--- config.mk ---
export PLATFORM = sky130hd
export DESIGN_NAME = fpm_port
export DESIGN_NICKNAME = d
export VERILOG_FILES = /design/src/hdl/fpm_pkg.sv /design/src/hdl/fpm_port.sv /design/src/hdl/fpm_sync.sv
export VERILOG_INCLUDE_DIRS = /design/src /design/src/hdl
export SDC_FILE = /design/constraint.sdc
export NUM_CORES = 1
export LEC_CHECK = 0
export ABC_AREA = 1
export BUFFER_PORTS_ARGS = -buffer_cell sky130_fd_sc_hd__buf_2
export CAP_MARGIN = 25
export CORE_ASPECT_RATIO = 0.7
export CORE_MARGIN = 2
export CORE_UTILIZATION = 55
export CTS_CLUSTER_SIZE = 8
export DETAILED_ROUTE_END_ITERATION = 6
export MAX_ROUTING_LAYER = met4
export PLACE_DENSITY = 0.79
export SYNTH_ARGS = -nofsm -noshare
export SYNTH_HDL_FRONTEND = slang
export SYNTH_SLANG_ARGS = --single-unit
--- constraint.sdc ---
create_clock -name MCLK_I -period 2.23 [get_ports MCLK_I]
set_input_delay 0.3345 -clock MCLK_I [delete_from_list [all_inputs] [get_ports MCLK_I]]
set_output_delay 0.3345 -clock MCLK_I [all_outputs]
set_load 0.05 [all_outputs]
--- src/hdl/fpm_defs.svh ---
// Constants for the framer port polarity mode block.
// Assumes inclusion by bare name from hdl/ files.
`ifndef FPM_DEFS_SVH
`define FPM_DEFS_SVH
`define FPM_MODE_FILTER_CYCLES 16
`define FPM_SYNC_STAGES        3
`define FPM_CNT_W              5
`endif

--- src/hdl/fpm_pkg.sv ---
// Types for the framer port polarity mode block.
// Assumes fpm_defs.svh is on the include path.
package fpm_pkg;
  typedef enum logic {FPM_BIPOLAR, FPM_UNIPOLAR} fpm_mode_t;
  typedef struct packed {
    logic pos;
    logic neg;
  } fpm_pulse_t;
  typedef enum logic [1:0] {
    FPM_RCLK_RECOVERED,
    FPM_RCLK_MASTER,
    FPM_RCLK_HIGHZ,
    FPM_RCLK_XOR
  } fpm_rclk_sel_t;
endpackage : fpm_pkg

--- src/hdl/fpm_port.sv ---
// Overview of operation
// - Mode pin low selects bipolar transfer with positive, negative lines.
// - Unipolar only after mode pin high more than 16 master clocks.
// - One mode pin sets both receive and transmit arrangement.
// - In bipolar, negative transmit input one emits a negative line pulse.
// - In bipolar, positive transmit input one emits a positive line pulse.
// - Unipolar transmit data is taken on the transmit clock edge.
// - Unipolar mark polarity is chosen here by alternating marks.
// - Unipolar violation output stays low without a code violation.
// - Unipolar violation output goes high on a code violation.
// - Receive clock is recovered clock, master clock during signal loss.
// - Master clock held low gives high impedance receive clock.
// - Master clock held high gives XOR of receive pulse outputs.
// - Unipolar receive data appears on the shared positive pin.
// - Bipolar receive outputs mark each negative and positive pulse.
// - Unipolar decodes AMI internally; bipolar leaves decoding to framer.
// - Clock edge select chooses the receive clock edge for output data.
//
// One channel of the framer port, sampled on MCLK_I at 250 MHz.
// Assumes line pulses and clocks arrive asynchronously and slowly.
`timescale 1ns/10ps
`include "fpm_defs.svh"
module fpm_port (
  // Clock and reset.
  input  wire logic              MCLK_I,
  input  wire logic              NRST_I,
  // Framer transmit side.
  input  wire logic              TX_NEGATIVE_OR_MODE_SELECT_I,
  input  wire logic              TX_POSITIVE_PULSE_IN_I,
  input  wire logic              TX_CLOCK_IN_I,
  // Line side.
  input  wire fpm_pkg::fpm_pulse_t RX_LINE_PAIR_I,
  input  wire logic              RX_RECOVERED_CLOCK_I,
  input  wire logic              LOSS_OF_SIGNAL_I,
  input  wire logic              MASTER_CLOCK_LEVEL_I,
  input  wire logic              MASTER_CLOCK_STUCK_I,
  input  wire logic              CLOCK_EDGE_SELECT_I,
  output fpm_pkg::fpm_pulse_t    TX_LINE_PAIR_O,
  // Framer receive side.
  output logic                   RX_POSITIVE_PULSE_OUT_O,
  output logic                   RX_NEGATIVE_PULSE_OUT_O,
  output logic                   RX_CLOCK_O,
  output logic                   RX_CLOCK_OE_N_O,
  output logic                   MODE_UNIPOLAR_O
);
  import fpm_pkg::*;

  logic rst_a_r;
  logic rst_n_r;
  always_ff @(posedge MCLK_I or negedge NRST_I) begin
    if (!NRST_I) begin
      rst_a_r <= 1'b0;
      rst_n_r <= 1'b0;
    end else begin
      rst_a_r <= 1'b1;
      rst_n_r <= rst_a_r;
    end
  end

  logic mode_pin_s;
  logic txp_s;
  logic txc_s;
  logic rxp_s;
  logic rxn_s;
  logic rrec_s;
  logic sig_loss_s;
  logic mlvl_s;
  logic mstk_s;
  logic edge_sel_s;
  logic [9:0] raw_in;
  logic [9:0] syn_out;
  assign raw_in = {TX_NEGATIVE_OR_MODE_SELECT_I, TX_POSITIVE_PULSE_IN_I,
                   TX_CLOCK_IN_I, RX_LINE_PAIR_I.pos, RX_LINE_PAIR_I.neg,
                   RX_RECOVERED_CLOCK_I, LOSS_OF_SIGNAL_I,
                   MASTER_CLOCK_LEVEL_I, MASTER_CLOCK_STUCK_I,
                   CLOCK_EDGE_SELECT_I};
  for (genvar g = 0; g < 10; g++) begin : g_sync
    fpm_sync u_sync (
      .clk_i   (MCLK_I),
      .rst_n_i (rst_n_r),
      .d_i     (raw_in[g]),
      .q_o     (syn_out[g])
    );
  end
  assign {mode_pin_s, txp_s, txc_s, rxp_s, rxn_s, rrec_s, sig_loss_s,
          mlvl_s, mstk_s, edge_sel_s} = syn_out;

  // Mode filter: a glitch high must not flip the whole channel.
  logic [`FPM_CNT_W-1:0] hi_cnt_r;
  logic [`FPM_CNT_W-1:0] hi_cnt_nxt;
  fpm_mode_t             mode_r;
  fpm_mode_t             mode_nxt;
  logic                  hi_done;
  assign hi_done = hi_cnt_r > `FPM_CNT_W'(`FPM_MODE_FILTER_CYCLES);
  assign hi_cnt_nxt = !mode_pin_s ? '0 :
                      hi_done ? hi_cnt_r : hi_cnt_r + 1'b1;
  assign mode_nxt = !mode_pin_s ? FPM_BIPOLAR :
                    hi_done ? FPM_UNIPOLAR : mode_r;
  always_ff @(posedge MCLK_I or negedge rst_n_r) begin
    if (!rst_n_r) begin
      hi_cnt_r <= '0;
      mode_r   <= FPM_BIPOLAR;
    end else begin
      hi_cnt_r <= hi_cnt_nxt;
      mode_r   <= mode_nxt;
    end
  end
  logic uni;
  assign uni = (mode_r == FPM_UNIPOLAR);

  // Edge detection on the synchronised clocks.
  logic txc_d_r;
  logic rrec_d_r;
  logic txc_rise;
  logic rrec_edge;
  assign txc_rise  = txc_s && !txc_d_r;
  assign rrec_edge = (rrec_s != rrec_d_r) && (rrec_s != edge_sel_s);

  // Transmit: bipolar passes pulses, unipolar uses alternate mark inversion.
  logic       ami_pol_r;
  fpm_pulse_t tx_r;
  fpm_pulse_t tx_nxt;
  logic       tx_mark;
  assign tx_mark = txp_s;
  always_comb begin
    tx_nxt = tx_r;
    if (!uni) begin
      tx_nxt.pos = txp_s;
      tx_nxt.neg = mode_pin_s;
    end else if (txc_rise) begin
      tx_nxt.pos = tx_mark && !ami_pol_r;
      tx_nxt.neg = tx_mark && ami_pol_r;
    end else if (tx_r.pos && tx_r.neg) begin
      // A bipolar pair left over from the mode change is no legal mark.
      tx_nxt = '0;
    end
  end

  // Receive: unipolar decodes marks and flags same-polarity repeats.
  logic last_neg_r;
  logic rx_pos_r;
  logic rx_neg_r;
  logic viol;
  logic mark_in;
  assign mark_in = rxp_s || rxn_s;
  assign viol = mark_in && (rxn_s == last_neg_r);
  always_ff @(posedge MCLK_I or negedge rst_n_r) begin
    if (!rst_n_r) begin
      txc_d_r    <= 1'b0;
      rrec_d_r   <= 1'b0;
      ami_pol_r  <= 1'b0;
      tx_r       <= '0;
      last_neg_r <= 1'b1;
      rx_pos_r   <= 1'b0;
      rx_neg_r   <= 1'b0;
    end else begin
      txc_d_r  <= txc_s;
      rrec_d_r <= rrec_s;
      tx_r     <= tx_nxt;
      if (uni && txc_rise && tx_mark) begin
        ami_pol_r <= !ami_pol_r;
      end
      if (rrec_edge) begin
        if (uni) begin
          rx_pos_r <= mark_in;
          rx_neg_r <= viol;
          if (mark_in) begin
            last_neg_r <= rxn_s;
          end
        end else begin
          rx_pos_r <= rxp_s;
          rx_neg_r <= rxn_s;
        end
      end
    end
  end

  // Receive clock source selection.
  fpm_rclk_sel_t rsel;
  logic          rclk_nxt;
  logic          rclk_r;
  logic          roe_n_r;
  assign rsel = (mstk_s && !mlvl_s) ? FPM_RCLK_HIGHZ :
                (mstk_s && mlvl_s)  ? FPM_RCLK_XOR :
                sig_loss_s ? FPM_RCLK_MASTER : FPM_RCLK_RECOVERED;
  always_comb begin
    unique case (rsel)
      FPM_RCLK_RECOVERED: rclk_nxt = rrec_s;
      FPM_RCLK_MASTER:    rclk_nxt = mlvl_s;
      FPM_RCLK_HIGHZ:     rclk_nxt = 1'b0;
      FPM_RCLK_XOR:       rclk_nxt = rx_pos_r ^ rx_neg_r;
    endcase
  end
  always_ff @(posedge MCLK_I or negedge rst_n_r) begin
    if (!rst_n_r) begin
      rclk_r  <= 1'b0;
      roe_n_r <= 1'b1;
    end else begin
      rclk_r  <= rclk_nxt;
      roe_n_r <= (rsel == FPM_RCLK_HIGHZ);
    end
  end

  assign TX_LINE_PAIR_O          = tx_r;
  assign RX_POSITIVE_PULSE_OUT_O = rx_pos_r;
  assign RX_NEGATIVE_PULSE_OUT_O = rx_neg_r;
  assign RX_CLOCK_O              = rclk_r;
  assign RX_CLOCK_OE_N_O         = roe_n_r;
  assign MODE_UNIPOLAR_O         = mode_r;
endmodule : fpm_port

--- src/hdl/fpm_sync.sv ---
// Three-stage synchroniser with agreement of the last two stages.
// Assumes the input is asynchronous to clk_i.
`timescale 1ns/10ps
module fpm_sync (
  // Clock and reset.
  input  wire logic clk_i,
  input  wire logic rst_n_i,
  // Data.
  input  wire logic d_i,
  output logic      q_o
);
  logic s1_r;
  logic s2_r;
  logic s3_r;
  logic q_r;
  always_ff @(posedge clk_i or negedge rst_n_i) begin
    if (!rst_n_i) begin
      s1_r <= 1'b0;
      s2_r <= 1'b0;
      s3_r <= 1'b0;
      q_r  <= 1'b0;
    end else begin
      s1_r <= d_i;
      s2_r <= s1_r;
      s3_r <= s2_r;
      if (s2_r == s3_r) begin
        q_r <= s3_r;
      end
    end
  end
  assign q_o = q_r;
endmodule : fpm_sync
==> flow_summary.yaml <==
clock_tree:
  cts.repair.resized: 0
  cts_made_buffers: 9
  root_buffer: "clkbuf_8"
  clkLatencyLatePin_ps: 320
  clock_sinks: 58
  clockBufferDepth: 2
  path_clk_slew_ps: 70
  htree_levels: 3
  cts_tree: "done"
place:
  pre_cts_slack_ps: 1114
  gp_congestion: 0.7979
  numPortBuffers: 18
  dp_hpwl_um: 2031
hold_path:
  hold_path_depth: 1
  hp-start: "TX_NEGATIVE_OR_MODE_SELECT_I"
  hold_path_class: "in2reg"
  hold_end: "g_sync[9].u_sync.s1_r"
synth:
  yosysWarningCount: 0
  postSynthCellCount: 151
  syn-num-nets: 165
  synthMuxAreaShare: 0
  synth_area_leader_cell: "dfrtp_1"
  synthXorXnorAreaFrac: 0.009038
  synth_cell_types: 17
  synth.avg_cell_area_um2: 12.84
  seq_area_frac_synth: 0.7502
  synth_area_leaders: "dfrtp_1 (72%), nand2_1 (5.4%), maj3_1 (4.6%)"
  synth_fa_ha_area_frac: 0.06520
  syn-cell-area_um2: 1938
  yosysTopAreaCellShare: 0.7230
  synth_compound_area_frac: 0.01808
  synth_top_family_by_area: "simple AND/OR/NAND/NOR gates"
  ys_ff_latch: 58
  yosys.area_share.simple: 0.1240
timing:
  hold_violations: 0
  post-route-period-util: 0.6311
  fmax_mhz: 710.6
  rsz0062_at_grt: "false"
  finClkSkew_ps: 6.423
  tns_ps: 0
  post-route-min-period_ps: 1407
  layout_setup_ws_ps: 822.7
  drv_slew: 0
  setup_violations: 0
pwr:
  leakage_nw: 1.164
  powerDensity_nw_per_um2: 1083
  vdd_drop_max_v: 0.0008027
die:
  die_area_um2: 4022
  die_w_um: 74.95
  dieHeight_um: 53.67
  num_io_pins: 19
  core-area_um2: 3254
  initial_core_util: 0.5955
  rows: 17
setup_path:
  path_depth: 1
  arrival_ps: 1070
  path_buf_inv: 1
  cp_slowest_cell: "dfstp_2"
  r2r_slack_ps: 1070
  r2r_cells: 6
  cp_cell_sequence: "buf_2"
  cp.required_ps: 1900
  critPathKind: "reg2out"
  startpoint_type: "flop"
  crit_family: "flip-flops"
  worstSetupEndpointType: "output pin"
  r2r-start: "hi_cnt_r[0]"
  cp_max_fo: 1
  rr_endpoint: "hi_cnt_r[0]"
  cpPeakStageDelay_ps: 510
global_route:
  grt_pass1_wl_um: 5292
  overflow: 0
  grt_max_degree: 24
  grt_use_total: 0.1987
  antenna_found_initial: 0
  grt_pass1_vias: 1199
route:
  via_per_inst: 4.808
  vias: 1125
  drt_iter0_markers: 28
  first_pass_iters: 4
  drtAntennaViolNets: 0
  remaining_drc_errors: 0
  finalWirelength_um: 3071
  drt-wirelength-per-cell_um: 13.12
run:
  maxCapViolations: 0
finish:
  antennaDiodeCount: 0
  area_growth_pct: 21.56
  fin_nets: 196
  postLayoutCoreUtil: 0.7240
  drive_gt1_frac: 0.2353
status:
  status: "finished, final reports clean"
[cells in the final DEF (no fill, tap or decap), types with 2 or more instances in the layout]
master / count
dfstp_2: 2
buf_2: 18
a21oi_1: 4
dfrtp_1: 55
nand2_2: 3
xor2_1: 2
buf_4: 2
bufinv_16: 2
nand2_1: 28
inv_1: 15
ha_1: 2
nand4_1: 4
clkbuf_8: 13
nor2_1: 8
o21ai_0: 3
nand3_1: 11
maj3_1: 9
[power breakdown]
group | switching [W] | internal (W) | leakage, nW
logic | 0.000151 | 0.0000714 | 0.349
registers | 0.0000659 | 0.00113 | 0.689
clock network | 0.000378 | 0.000753 | 0.126
[Yosys cell counts]
cell      n
ha_1      2
nor2_1    8
maj3_1    9
o21ai_0   3
nand2_1  28
buf_2     1
nand2_2   3
dfrtp_1  56
nand4_1   4
conb_1    1
xor2_1    2
nand3_1  11
maj3_2    1
dfstp_2   2
or2_2     1
inv_1    15
a21oi_1   4
[layer usage]
layer	routed length [µm]	up-vias	track usage
met5	0	-	-
met4	46	0	0.1131
met3	145	4	0.08052
met2	1553	24	0.2997
met1	1325	558	0.2281
li1	-	539	-
[worst max path at each step]
stage	start	endpoint	slack [ps]
2_1_floorplan	rst_n_r	MODE_UNIPOLAR_O	500
3_3_place_gp	RX_CLOCK_OE_N_O	RX_CLOCK_OE_N_O	1160
3_5_place_dp	hi_cnt_r[0]	hi_cnt_r[0]	1110
4_1_cts	RX_CLOCK_OE_N_O	RX_CLOCK_OE_N_O	800
5_1_grt	MODE_UNIPOLAR_O	MODE_UNIPOLAR_O	790
6_report	RX_CLOCK_OE_N_O	RX_CLOCK_OE_N_O	820
[area by class of cell]
class | count | area, µm²
flip-flops and latches | 58 | 1455
fillers | 217 | 898.4
multi-input cells | 77 | 422.9
clock buffers | 13 | 178.9
repair buffers | 21 | 115.1
clock inverters | 3 | 68.82
well taps | 47 | 58.81
inverters | 15 | 56.30
[registers in the layout, summed over array words and instances, names as in the netlist, 2 cells and up]
register	cells
g_sync.u_sync.q_o	10
TX_LINE_PAIR_O	2
g_sync.u_sync.s1_r	10
g_sync.u_sync.s2_r	10
g_sync.u_sync.s3_r	10
hi_cnt_r	5
[what timing repair did]
item                      4_1_cts  5_1_grt
setup buffers                   0        0
hold buffers                    1        0
hold endpoints to repair        2        0
[through the flow]
stage / cells / instance area [µm²] / hold WS (ps) / total power [W]
2_1_floorplan: 151 / 1938 / 38.91 / 0.001368
3_3_place_gp: 217 / 2098 / 118.4 / 0.001419
3_5_place_dp: 217 / 2098 / 123.0 / 0.001437
4_1_cts: 234 / 2356 / 95.27 / 0.002584
5_1_grt: 234 / 2356 / 96.89 / 0.002655
6_report: 234 / 2356 / 112.5 / 0.002552
[logic make-up after synthesis]
group                      count (synthesis)
and+or+nand+nor                           55
adders and majority gates                 12
buffers and inverters                     16
AOI/OAI and AO/OA                          7
xor gates and xnor gates                   2
DFF                                       58
other                                      1
No activity file was read; power rests on OpenSTA's default activity.
